File: config.mk
export PLATFORM = sky130hd
export DESIGN_NAME = lpm_ctrl
export DESIGN_NICKNAME = d
export VERILOG_FILES = /design/src/core/lpm_pkg.sv /design/src/core/osc_delay.sv /design/src/core/lpm_ctrl.sv
export SDC_FILE = /design/constraint.sdc
export NUM_CORES = 1
export LEC_CHECK = 0
export ABC_AREA = 1
export BUFFER_PORTS_ARGS = -buffer_cell sky130_fd_sc_hd__buf_2
export CAP_MARGIN = 20
export CORE_AREA = 2 2 93 73
export DETAILED_ROUTE_END_ITERATION = 10
export DIE_AREA = 0 0 95 75
export GPL_TIMING_DRIVEN = 0
export HOLD_SLACK_MARGIN = 0.12
export PLACE_DENSITY = 0.75
export SYNTH_ARGS = -nofsm -noshare
export SYNTH_HDL_FRONTEND = slang
export SYNTH_SLANG_ARGS = --single-unit
File: constraint.sdc
create_clock -name I_REF_CLK -period 1.6 [get_ports I_REF_CLK]
set_clock_uncertainty 0.05 [all_clocks]
set_input_delay 0.08 -clock I_REF_CLK [delete_from_list [all_inputs] [get_ports I_REF_CLK]]
set_output_delay 0.08 -clock I_REF_CLK [all_outputs]
set_load 0.005 [all_outputs]
File: src/core/lpm_pkg.sv
// constants for the low-power wait/stop controller
// assumes a single 200 MHz reference clock and an active-low async reset
package lpm_pkg;

  // reference clock period in picoseconds
  localparam int unsigned CLK_PERIOD_PS   = 5000;
  // default oscillator stabilisation length in reference clock cycles
  localparam int unsigned OSC_WAIT_CYCLES = 4064;
  // power-on reset value of the delay select bit
  localparam logic        WAIT_SEL_RST    = 1'b1;
  // reset values of the condition flag inhibit bits
  localparam logic        MASK_I_RST      = 1'b1;
  localparam logic        MASK_X_RST      = 1'b1;
  // number of pwm channels and the counter width for the delay
  localparam int unsigned PWM_CHANNELS    = 4;
  localparam int unsigned DLY_W           = 16;
  localparam logic [DLY_W-1:0] DLY_ZERO   = 16'h0000;
  localparam logic [DLY_W-1:0] DLY_ONE    = 16'h0001;

  typedef enum logic [2:0] {
    ST_RUN,
    ST_STACK,
    ST_IDLE,
    ST_STOP,
    ST_OSC_WAIT,
    ST_SERVICE
  } lpm_state_t;

endpackage : lpm_pkg

File: src/core/osc_delay.sv
// down-counter that times the oscillator stabilisation delay
// assumes the start pulse arrives while the counter is idle
`timescale 1ns/10ps
module osc_delay
  import lpm_pkg::*;
#(
  parameter logic [DLY_W-1:0] CYCLES = DLY_W'(OSC_WAIT_CYCLES)
) (
  input  wire logic i_clk,
  input  wire logic i_nrst,
  input  wire logic i_start,
  output logic      o_busy,
  output logic      o_done
);

  logic [DLY_W-1:0] cnt_q;
  logic [DLY_W-1:0] cnt_d;
  logic             done_d;

  // ==========================================================
  // counter
  // load on start, count down, pulse done in the cycle after the last count
  assign cnt_d  = i_start ? CYCLES :
                  (cnt_q != DLY_ZERO) ? cnt_q - DLY_ONE : cnt_q;
  assign done_d = (cnt_q == DLY_ONE);
  assign o_busy = (cnt_q != DLY_ZERO);

  always_ff @(posedge i_clk or negedge i_nrst) begin
    if (!i_nrst) begin
      cnt_q  <= DLY_ZERO;
      o_done <= 1'b0;
    end else begin
      cnt_q  <= cnt_d;
      o_done <= done_d;
    end
  end

endmodule : osc_delay

File: src/core/lpm_ctrl.sv
// low-power wait/stop controller: idle opcode, stop instruction, clock gates
// assumes cpu decode strobes are one-cycle pulses synchronous to I_REF_CLK
`timescale 1ns/10ps
module lpm_ctrl
  import lpm_pkg::*;
#(
  parameter int unsigned OSC_WAIT = OSC_WAIT_CYCLES,
  parameter int unsigned NPWM     = PWM_CHANNELS,
  parameter int unsigned AW       = 16
) (
  input  wire logic            I_REF_CLK,
  input  wire logic            I_NRST,
  // cpu side
  input  wire logic            i_idle_opcode,
  input  wire logic            i_stop_opcode,
  input  wire logic            i_stack_done,
  input  wire logic [AW-1:0]   i_flags_addr,
  input  wire logic            i_flag_i,
  input  wire logic            i_flag_x,
  input  wire logic            i_flag_s,
  input  wire logic            i_int_pending,
  input  wire logic            i_edge_irq_pending,
  input  wire logic            i_irq_n,
  input  wire logic            i_nmi_n,
  input  wire logic            i_warm_reset,
  // configuration bits
  input  wire logic            i_watchdog_off,
  input  wire logic            i_timer2_halt_ctrl,
  input  wire logic            i_timer3_halt_ctrl,
  input  wire logic            i_spi_on,
  input  wire logic            i_serial_tx_on,
  input  wire logic            i_serial_rx_on,
  input  wire logic [NPWM-1:0] i_pwm_channel_on,
  input  wire logic            i_converter_power_on,
  input  wire logic            i_wait_sel_wr,
  input  wire logic            i_wait_sel_val,
  // outputs
  output logic                 o_stack_req,
  output logic                 o_bus_rd,
  output logic [AW-1:0]        o_bus_addr,
  output logic                 o_cpu_clk_en,
  output logic                 o_osc_en,
  output logic                 o_timer1_clk_en,
  output logic                 o_timer2_clk_en,
  output logic                 o_timer3_clk_en,
  output logic                 o_spi_clk_en,
  output logic                 o_serial_tx_clk_en,
  output logic                 o_serial_rx_clk_en,
  output logic [NPWM-1:0]      o_pwm_clk_en,
  output logic                 o_converter_pwr,
  output logic                 o_set_mask_i,
  output logic                 o_set_mask_x,
  output logic                 o_service_nmi,
  output logic                 o_resume,
  output logic                 o_oscillator_wait_select,
  output logic [2:0]           o_state
);

  // ==========================================================
  // state and wake decode
  lpm_state_t state_q;
  lpm_state_t state_d;
  logic       wait_sel_q;
  logic       nmi_wake_q;
  logic       nmi_wake_d;
  logic       dly_start;
  logic       dly_busy;
  logic       dly_done;
  logic       por_q;

  // maskable line only counts when its mask is clear
  wire irq_wake  = !i_irq_n && !i_flag_i;
  // nmi line wakes regardless of its mask
  wire nmi_wake  = !i_nmi_n;
  wire stop_wake = irq_wake || nmi_wake ||
                   (i_edge_irq_pending && !i_flag_i);
  wire in_idle   = (state_q == ST_IDLE);
  wire in_stop   = (state_q == ST_STOP);
  // stop taken only with the halt disable flag clear
  wire stop_ok   = i_stop_opcode && !i_flag_s;

  // the delay is also run once after power-on (por_q set at reset)
  osc_delay #(
    .CYCLES (DLY_W'(OSC_WAIT))
  ) u_dly (
    .i_clk   (I_REF_CLK),
    .i_nrst  (I_NRST),
    .i_start (dly_start),
    .o_busy  (dly_busy),
    .o_done  (dly_done)
  );

  // ==========================================================
  // next state
  always_comb begin
    state_d    = state_q;
    nmi_wake_d = nmi_wake_q;
    dly_start  = 1'b0;
    case (state_q)
      ST_RUN: begin
        if (por_q) begin
          // power-on always waits for the oscillator
          state_d   = ST_OSC_WAIT;
          dly_start = 1'b1;
        end else if (i_idle_opcode) begin
          state_d = ST_STACK;
        end else if (stop_ok) begin
          state_d = ST_STOP;
        end
      end
      ST_STACK: begin
        if (i_stack_done) begin
          state_d = ST_IDLE;
        end
      end
      ST_IDLE: begin
        if (i_int_pending) begin
          state_d = ST_SERVICE;
        end
      end
      ST_STOP: begin
        if (stop_wake) begin
          nmi_wake_d = nmi_wake && !i_flag_x;
          if (wait_sel_q) begin
            state_d   = ST_OSC_WAIT;
            dly_start = 1'b1;
          end else begin
            state_d = (nmi_wake && i_flag_x) ? ST_RUN : ST_SERVICE;
          end
        end
      end
      ST_OSC_WAIT: begin
        if (dly_done) begin
          // after stop: nmi with mask set just continues
          if (nmi_wake_q || irq_wake || i_edge_irq_pending) begin
            state_d = ST_SERVICE;
          end else begin
            state_d = ST_RUN;
          end
        end
      end
      ST_SERVICE: begin
        state_d    = ST_RUN;
        nmi_wake_d = 1'b0;
      end
      default: begin
        state_d = ST_RUN;
      end
    endcase
  end

  // ==========================================================
  // state registers; warm reset skips the delay
  always_ff @(posedge I_REF_CLK or negedge I_NRST) begin
    if (!I_NRST) begin
      state_q    <= ST_RUN;
      nmi_wake_q <= 1'b0;
      por_q      <= 1'b1;
    end else begin
      state_q    <= i_warm_reset ? ST_RUN : state_d;
      nmi_wake_q <= i_warm_reset ? 1'b0 : nmi_wake_d;
      por_q      <= 1'b0;
    end
  end

  // delay select: set by any reset, cleared by software
  always_ff @(posedge I_REF_CLK or negedge I_NRST) begin
    if (!I_NRST) begin
      wait_sel_q <= WAIT_SEL_RST;
    end else if (i_warm_reset) begin
      wait_sel_q <= WAIT_SEL_RST;
    end else if (i_wait_sel_wr) begin
      wait_sel_q <= i_wait_sel_val;
    end
  end

  // ==========================================================
  // gate decode
  wire stopped   = (state_d == ST_STOP) || (state_d == ST_OSC_WAIT);
  wire idling    = (state_d == ST_IDLE);
  // in idle the main timer halts only with mask set and watchdog off
  wire t1_halt   = idling && i_flag_i && i_watchdog_off;
  wire t2_halt   = idling && i_timer2_halt_ctrl;
  wire t3_halt   = idling && i_timer3_halt_ctrl;
  wire entering  = (state_q != ST_SERVICE) && (state_d == ST_SERVICE);

  // ==========================================================
  // registered outputs
  always_ff @(posedge I_REF_CLK or negedge I_NRST) begin
    if (!I_NRST) begin
      o_stack_req              <= 1'b0;
      o_bus_rd                 <= 1'b0;
      o_bus_addr               <= '0;
      o_cpu_clk_en             <= 1'b0;
      o_osc_en                 <= 1'b1;
      o_timer1_clk_en          <= 1'b0;
      o_timer2_clk_en          <= 1'b0;
      o_timer3_clk_en          <= 1'b0;
      o_spi_clk_en             <= 1'b0;
      o_serial_tx_clk_en       <= 1'b0;
      o_serial_rx_clk_en       <= 1'b0;
      o_pwm_clk_en             <= '0;
      o_converter_pwr          <= 1'b0;
      o_set_mask_i             <= 1'b0;
      o_set_mask_x             <= 1'b0;
      o_service_nmi            <= 1'b0;
      o_resume                 <= 1'b0;
      o_oscillator_wait_select <= WAIT_SEL_RST;
      o_state                  <= 3'h0;
    end else begin
      o_stack_req     <= (state_d == ST_STACK);
      o_bus_rd        <= idling;
      o_bus_addr      <= idling ? i_flags_addr : o_bus_addr;
      // cpu held in idle and stop; state untouched
      o_cpu_clk_en    <= !idling && !stopped && !dly_busy;
      o_osc_en        <= (state_d != ST_STOP);
      o_timer1_clk_en    <= !stopped && !t1_halt;
      o_timer2_clk_en    <= !stopped && !t2_halt;
      o_timer3_clk_en    <= !stopped && !t3_halt;
      o_spi_clk_en       <= !stopped && i_spi_on;
      o_serial_tx_clk_en <= !stopped && i_serial_tx_on;
      o_serial_rx_clk_en <= !stopped && i_serial_rx_on;
      o_pwm_clk_en       <= stopped ? '0 : i_pwm_channel_on;
      // converter ignores idle; its own bit, forced off in stop and oscillator wait
      o_converter_pwr    <= i_converter_power_on && !stopped;
      o_set_mask_i    <= entering;
      o_set_mask_x    <= entering && nmi_wake_d;
      o_service_nmi   <= entering && nmi_wake_d;
      o_resume        <= (state_q != ST_RUN) && (state_d == ST_RUN);
      o_oscillator_wait_select <= wait_sel_q;
      o_state         <= 3'(state_d);
    end
  end

endmodule : lpm_ctrl

==> flow_summary.toml <==
[synthesis]
ys_types = 37
synth-simple-area-share = 0.311
yosys.area.top_type = "dfrtp_1"
yosys.area_share.xor_xnor = 0.0247
synth_cells = 327
netlist_top_cells_count = "82 x nand2_1, 57 x dfrtp_1, 44 x nor2_1"
synth_most_common_cell = "nand2_1"
synthAdderAreaFrac = 0.00881
ys_warn_count = 0
synth_top_family_by_area = "simple AND/OR/NAND/NOR gates"
syn_area_um2 = 2840
synthMuxAreaShare = 0
ys_seq_elements = 61
synth_area_per_cell_um2 = 8.68
async_flop_share = 1.00
synth_top_area_share = 0.502
ys_top_cells_by_area = "dfrtp_1 50%, nand2_1 11%, nor2_1 5.8%"
yosysSeqAreaShare = 0.539
ys.flop_type = "dfrtp_1"
synth_compound_area_frac = 0.0405
syn-num-nets = 371
synth_edf_count = 0

[clock_network]
cts_num_sinks = 61
clockBufferDepth = 2
numCtsBuffers = 9
path_clk_slew_ps = 70
ctsRootBufferMaster = "clkbuf_8"
cts_tree = "done"
cts.htree.levels = 3
clk_latency_ps = 340

[grt]
overflow = 0
grt_pass1_wl_mm = 12.2
first_global_vias = 2630
antenna_found_initial = 0
grt_usage = 0.230
grt_start_max_net_pins = 35

[timing]
finalCritPeriodShare = 1.06
setup-violations-final = 16
rsz0062_at_grt = "yes"
finalHoldViolations = 0
fin_setup_tns_ps = -946
finalWorstSetupSlack_ps = -98.2
slew_headroom = 0.580
timing.hold.ws_ps = 180
finalCriticalPeriod_ps = 1700
worst_slew_pin_slew_ps = 629
maxSlewViolCount = 0
max_freq_mhz = 589

[outcome]
violations = "negative setup slack"
status = "complete, but fails checks"

[power_and_ir_drop]
max-vdd-ir-drop_mv = 0.843
power_density_nw_per_um2 = 1330
power.leakage_nw = 2.29
power_mw = 5.88

[final_layout]
fin_cells = 570
syn_to_final_growth_pct = 55.7
diodes = 0
drive_gt1_frac = 0.425
layout.nets = 528
fillers = 382

[floorplanning]
start_util = 0.461
coreArea_um2 = 6160
io_pins = 81
die_width_um = 95
dieArea_um2 = 7130
fp-row-count = 25
die_y_um = 75

[setup_path]
cp_slowest_cell = "dfrtp_2"
cp_cell_sequence = "buf_4, nand4_1, nand2_1, inv_2, nand3_4, o21ai_2, nand2_4, clkbuf_16, nor2_2"
crit_arrival_ps = 1920
crit_fanout = 6
start_kind = "flop"
r2r_end = "o_pwm_clk_en[0]"
reg2reg_slack_ps = -100
r2r_start = "state_q[1]"
ff2ff_path_depth = 9
endpoint = "o_pwm_clk_en[0]"
cp-end-kind = "flop"
required_ps = 1830
slowest_delay_ps = 490
startpoint = "state_q[1]"
worst-setup-path-type = "reg2reg"

[placed_design]
placedCellCount = 489
gp_congestion = 0.834
port_buffers = 80
hpwl_mm = 4.83

[run]
cap_violations = 0

[routing]
drc_errors = 0
wirelength_mm = 8.82
via_per_inst = 5.03
drt_iter0_markers = 213
dr.pass1.iters = 8
final_antenna_net_count = 0
num_vias = 2868
wl_per_cell_um = 15.5

[hold_path]
holdCritPathClass = "in2reg"
==> how the worst min path moves through the flow <==
stage | from | slack, ps | end | cells past startpoint
after floorplan | I_NRST | -270 | nmi_wake_q | 0
after global placement | i_wait_sel_wr | 210 | wait_sel_q | 2
after detailed placement | I_NRST | 80 | o_set_mask_i | 1
after CTS | i_flag_x | 140 | o_state[2] | 4
after global routing | i_int_pending | 200 | o_osc_en | 6
final | i_flag_x | 180 | o_service_nmi | 4
==> stage by stage <==
step | setup WS [ps] | instance area, µm² | utilization
6_report | -98.2 | 4420 | 0.717
5_1_grt | -161 | 4420 | 0.717
4_1_cts | 1.16 | 4100 | 0.665
3_5_place_dp | -282 | 3370 | 0.548
3_3_place_gp | -231 | 3350 | 0.544
2_1_floorplan | 3.43 | 2850 | -
==> flip-flops by register name, summed over array words and instances, names as in the netlist, 3 cells and up <==
| name | count |
|---|---|
| o_bus_addr | 16 |
| u_dly.cnt_q | 16 |
| o_pwm_clk_en | 4 |
| o_state | 3 |
| state_q | 3 |
==> power by group <==
group	internal, mW	switching [mW]	total, mW	leakage, nW
Clock	0.965	0.633	1.60	0.116
Combinational	0.989	1.08	2.07	1.44
Sequential	1.94	0.273	2.22	0.738
Total	3.90	1.99	5.88	2.29
==> routing by layer <==
layer  vias up  routed length, µm  share of wire  GRT usage
met2       116               4640           0.53      0.403
li1       1339                  -              -          -
met3        27                479          0.054     0.0571
met1      1386               3470           0.39      0.272
met4         0                231          0.026     0.0998
met5         -                  0              0          0
==> critical path, delay by kind of cell (launching register included) <==
family | cells | cell delay [ps]
buf+inv | 3 | 430
flops | 1 | 490
compound gates | 1 | 240
simple gates | 5 | 430
==> logic make-up after synthesis <==
group | Yosys count
DFF | 61
and+or+nand+nor | 186
xor gates and xnor gates | 8
adders and majority gates | 2
buffers and inverters | 52
AOI/OAI and AO/OA | 17
other | 1
==> placed cells by master (no fill, tap or decap), types with 8 or more instances in the layout <==
cell type and instances:
buf_2 80, buf_4 28, clkbuf_8 11, dfrtp_1 54, dlygate4sd3_1 35, inv_1 32
inv_2 11, nand2_1 77, nand3_1 17, nor2_1 31, nor2_2 20, nor2_4 8
==> cell type report <==
cell class	instances	area, µm²	share of cell area
Sequential cell	61	1540	0.347
Multi-Input combinational cell	214	1290	0.291
Timing Repair Buffer	146	1020	0.231
Buffer	6	62.6	0.0142
Clock buffer	11	151	0.0343
Tap cell	81	101	0.0229
Inverter	46	180	0.0408
Clock inverter	5	81.3	0.0184
==> repair_timing <==
item	4_1_cts	5_1_grt
hold buffers	35	0
setup buffers	10	19
pin swaps	5	24
cloned	0	1
hold endpoints to repair	61	0
gates resized for setup	17	48
setup endpoints to repair	37	44
(Power assumes the default switching activity.)
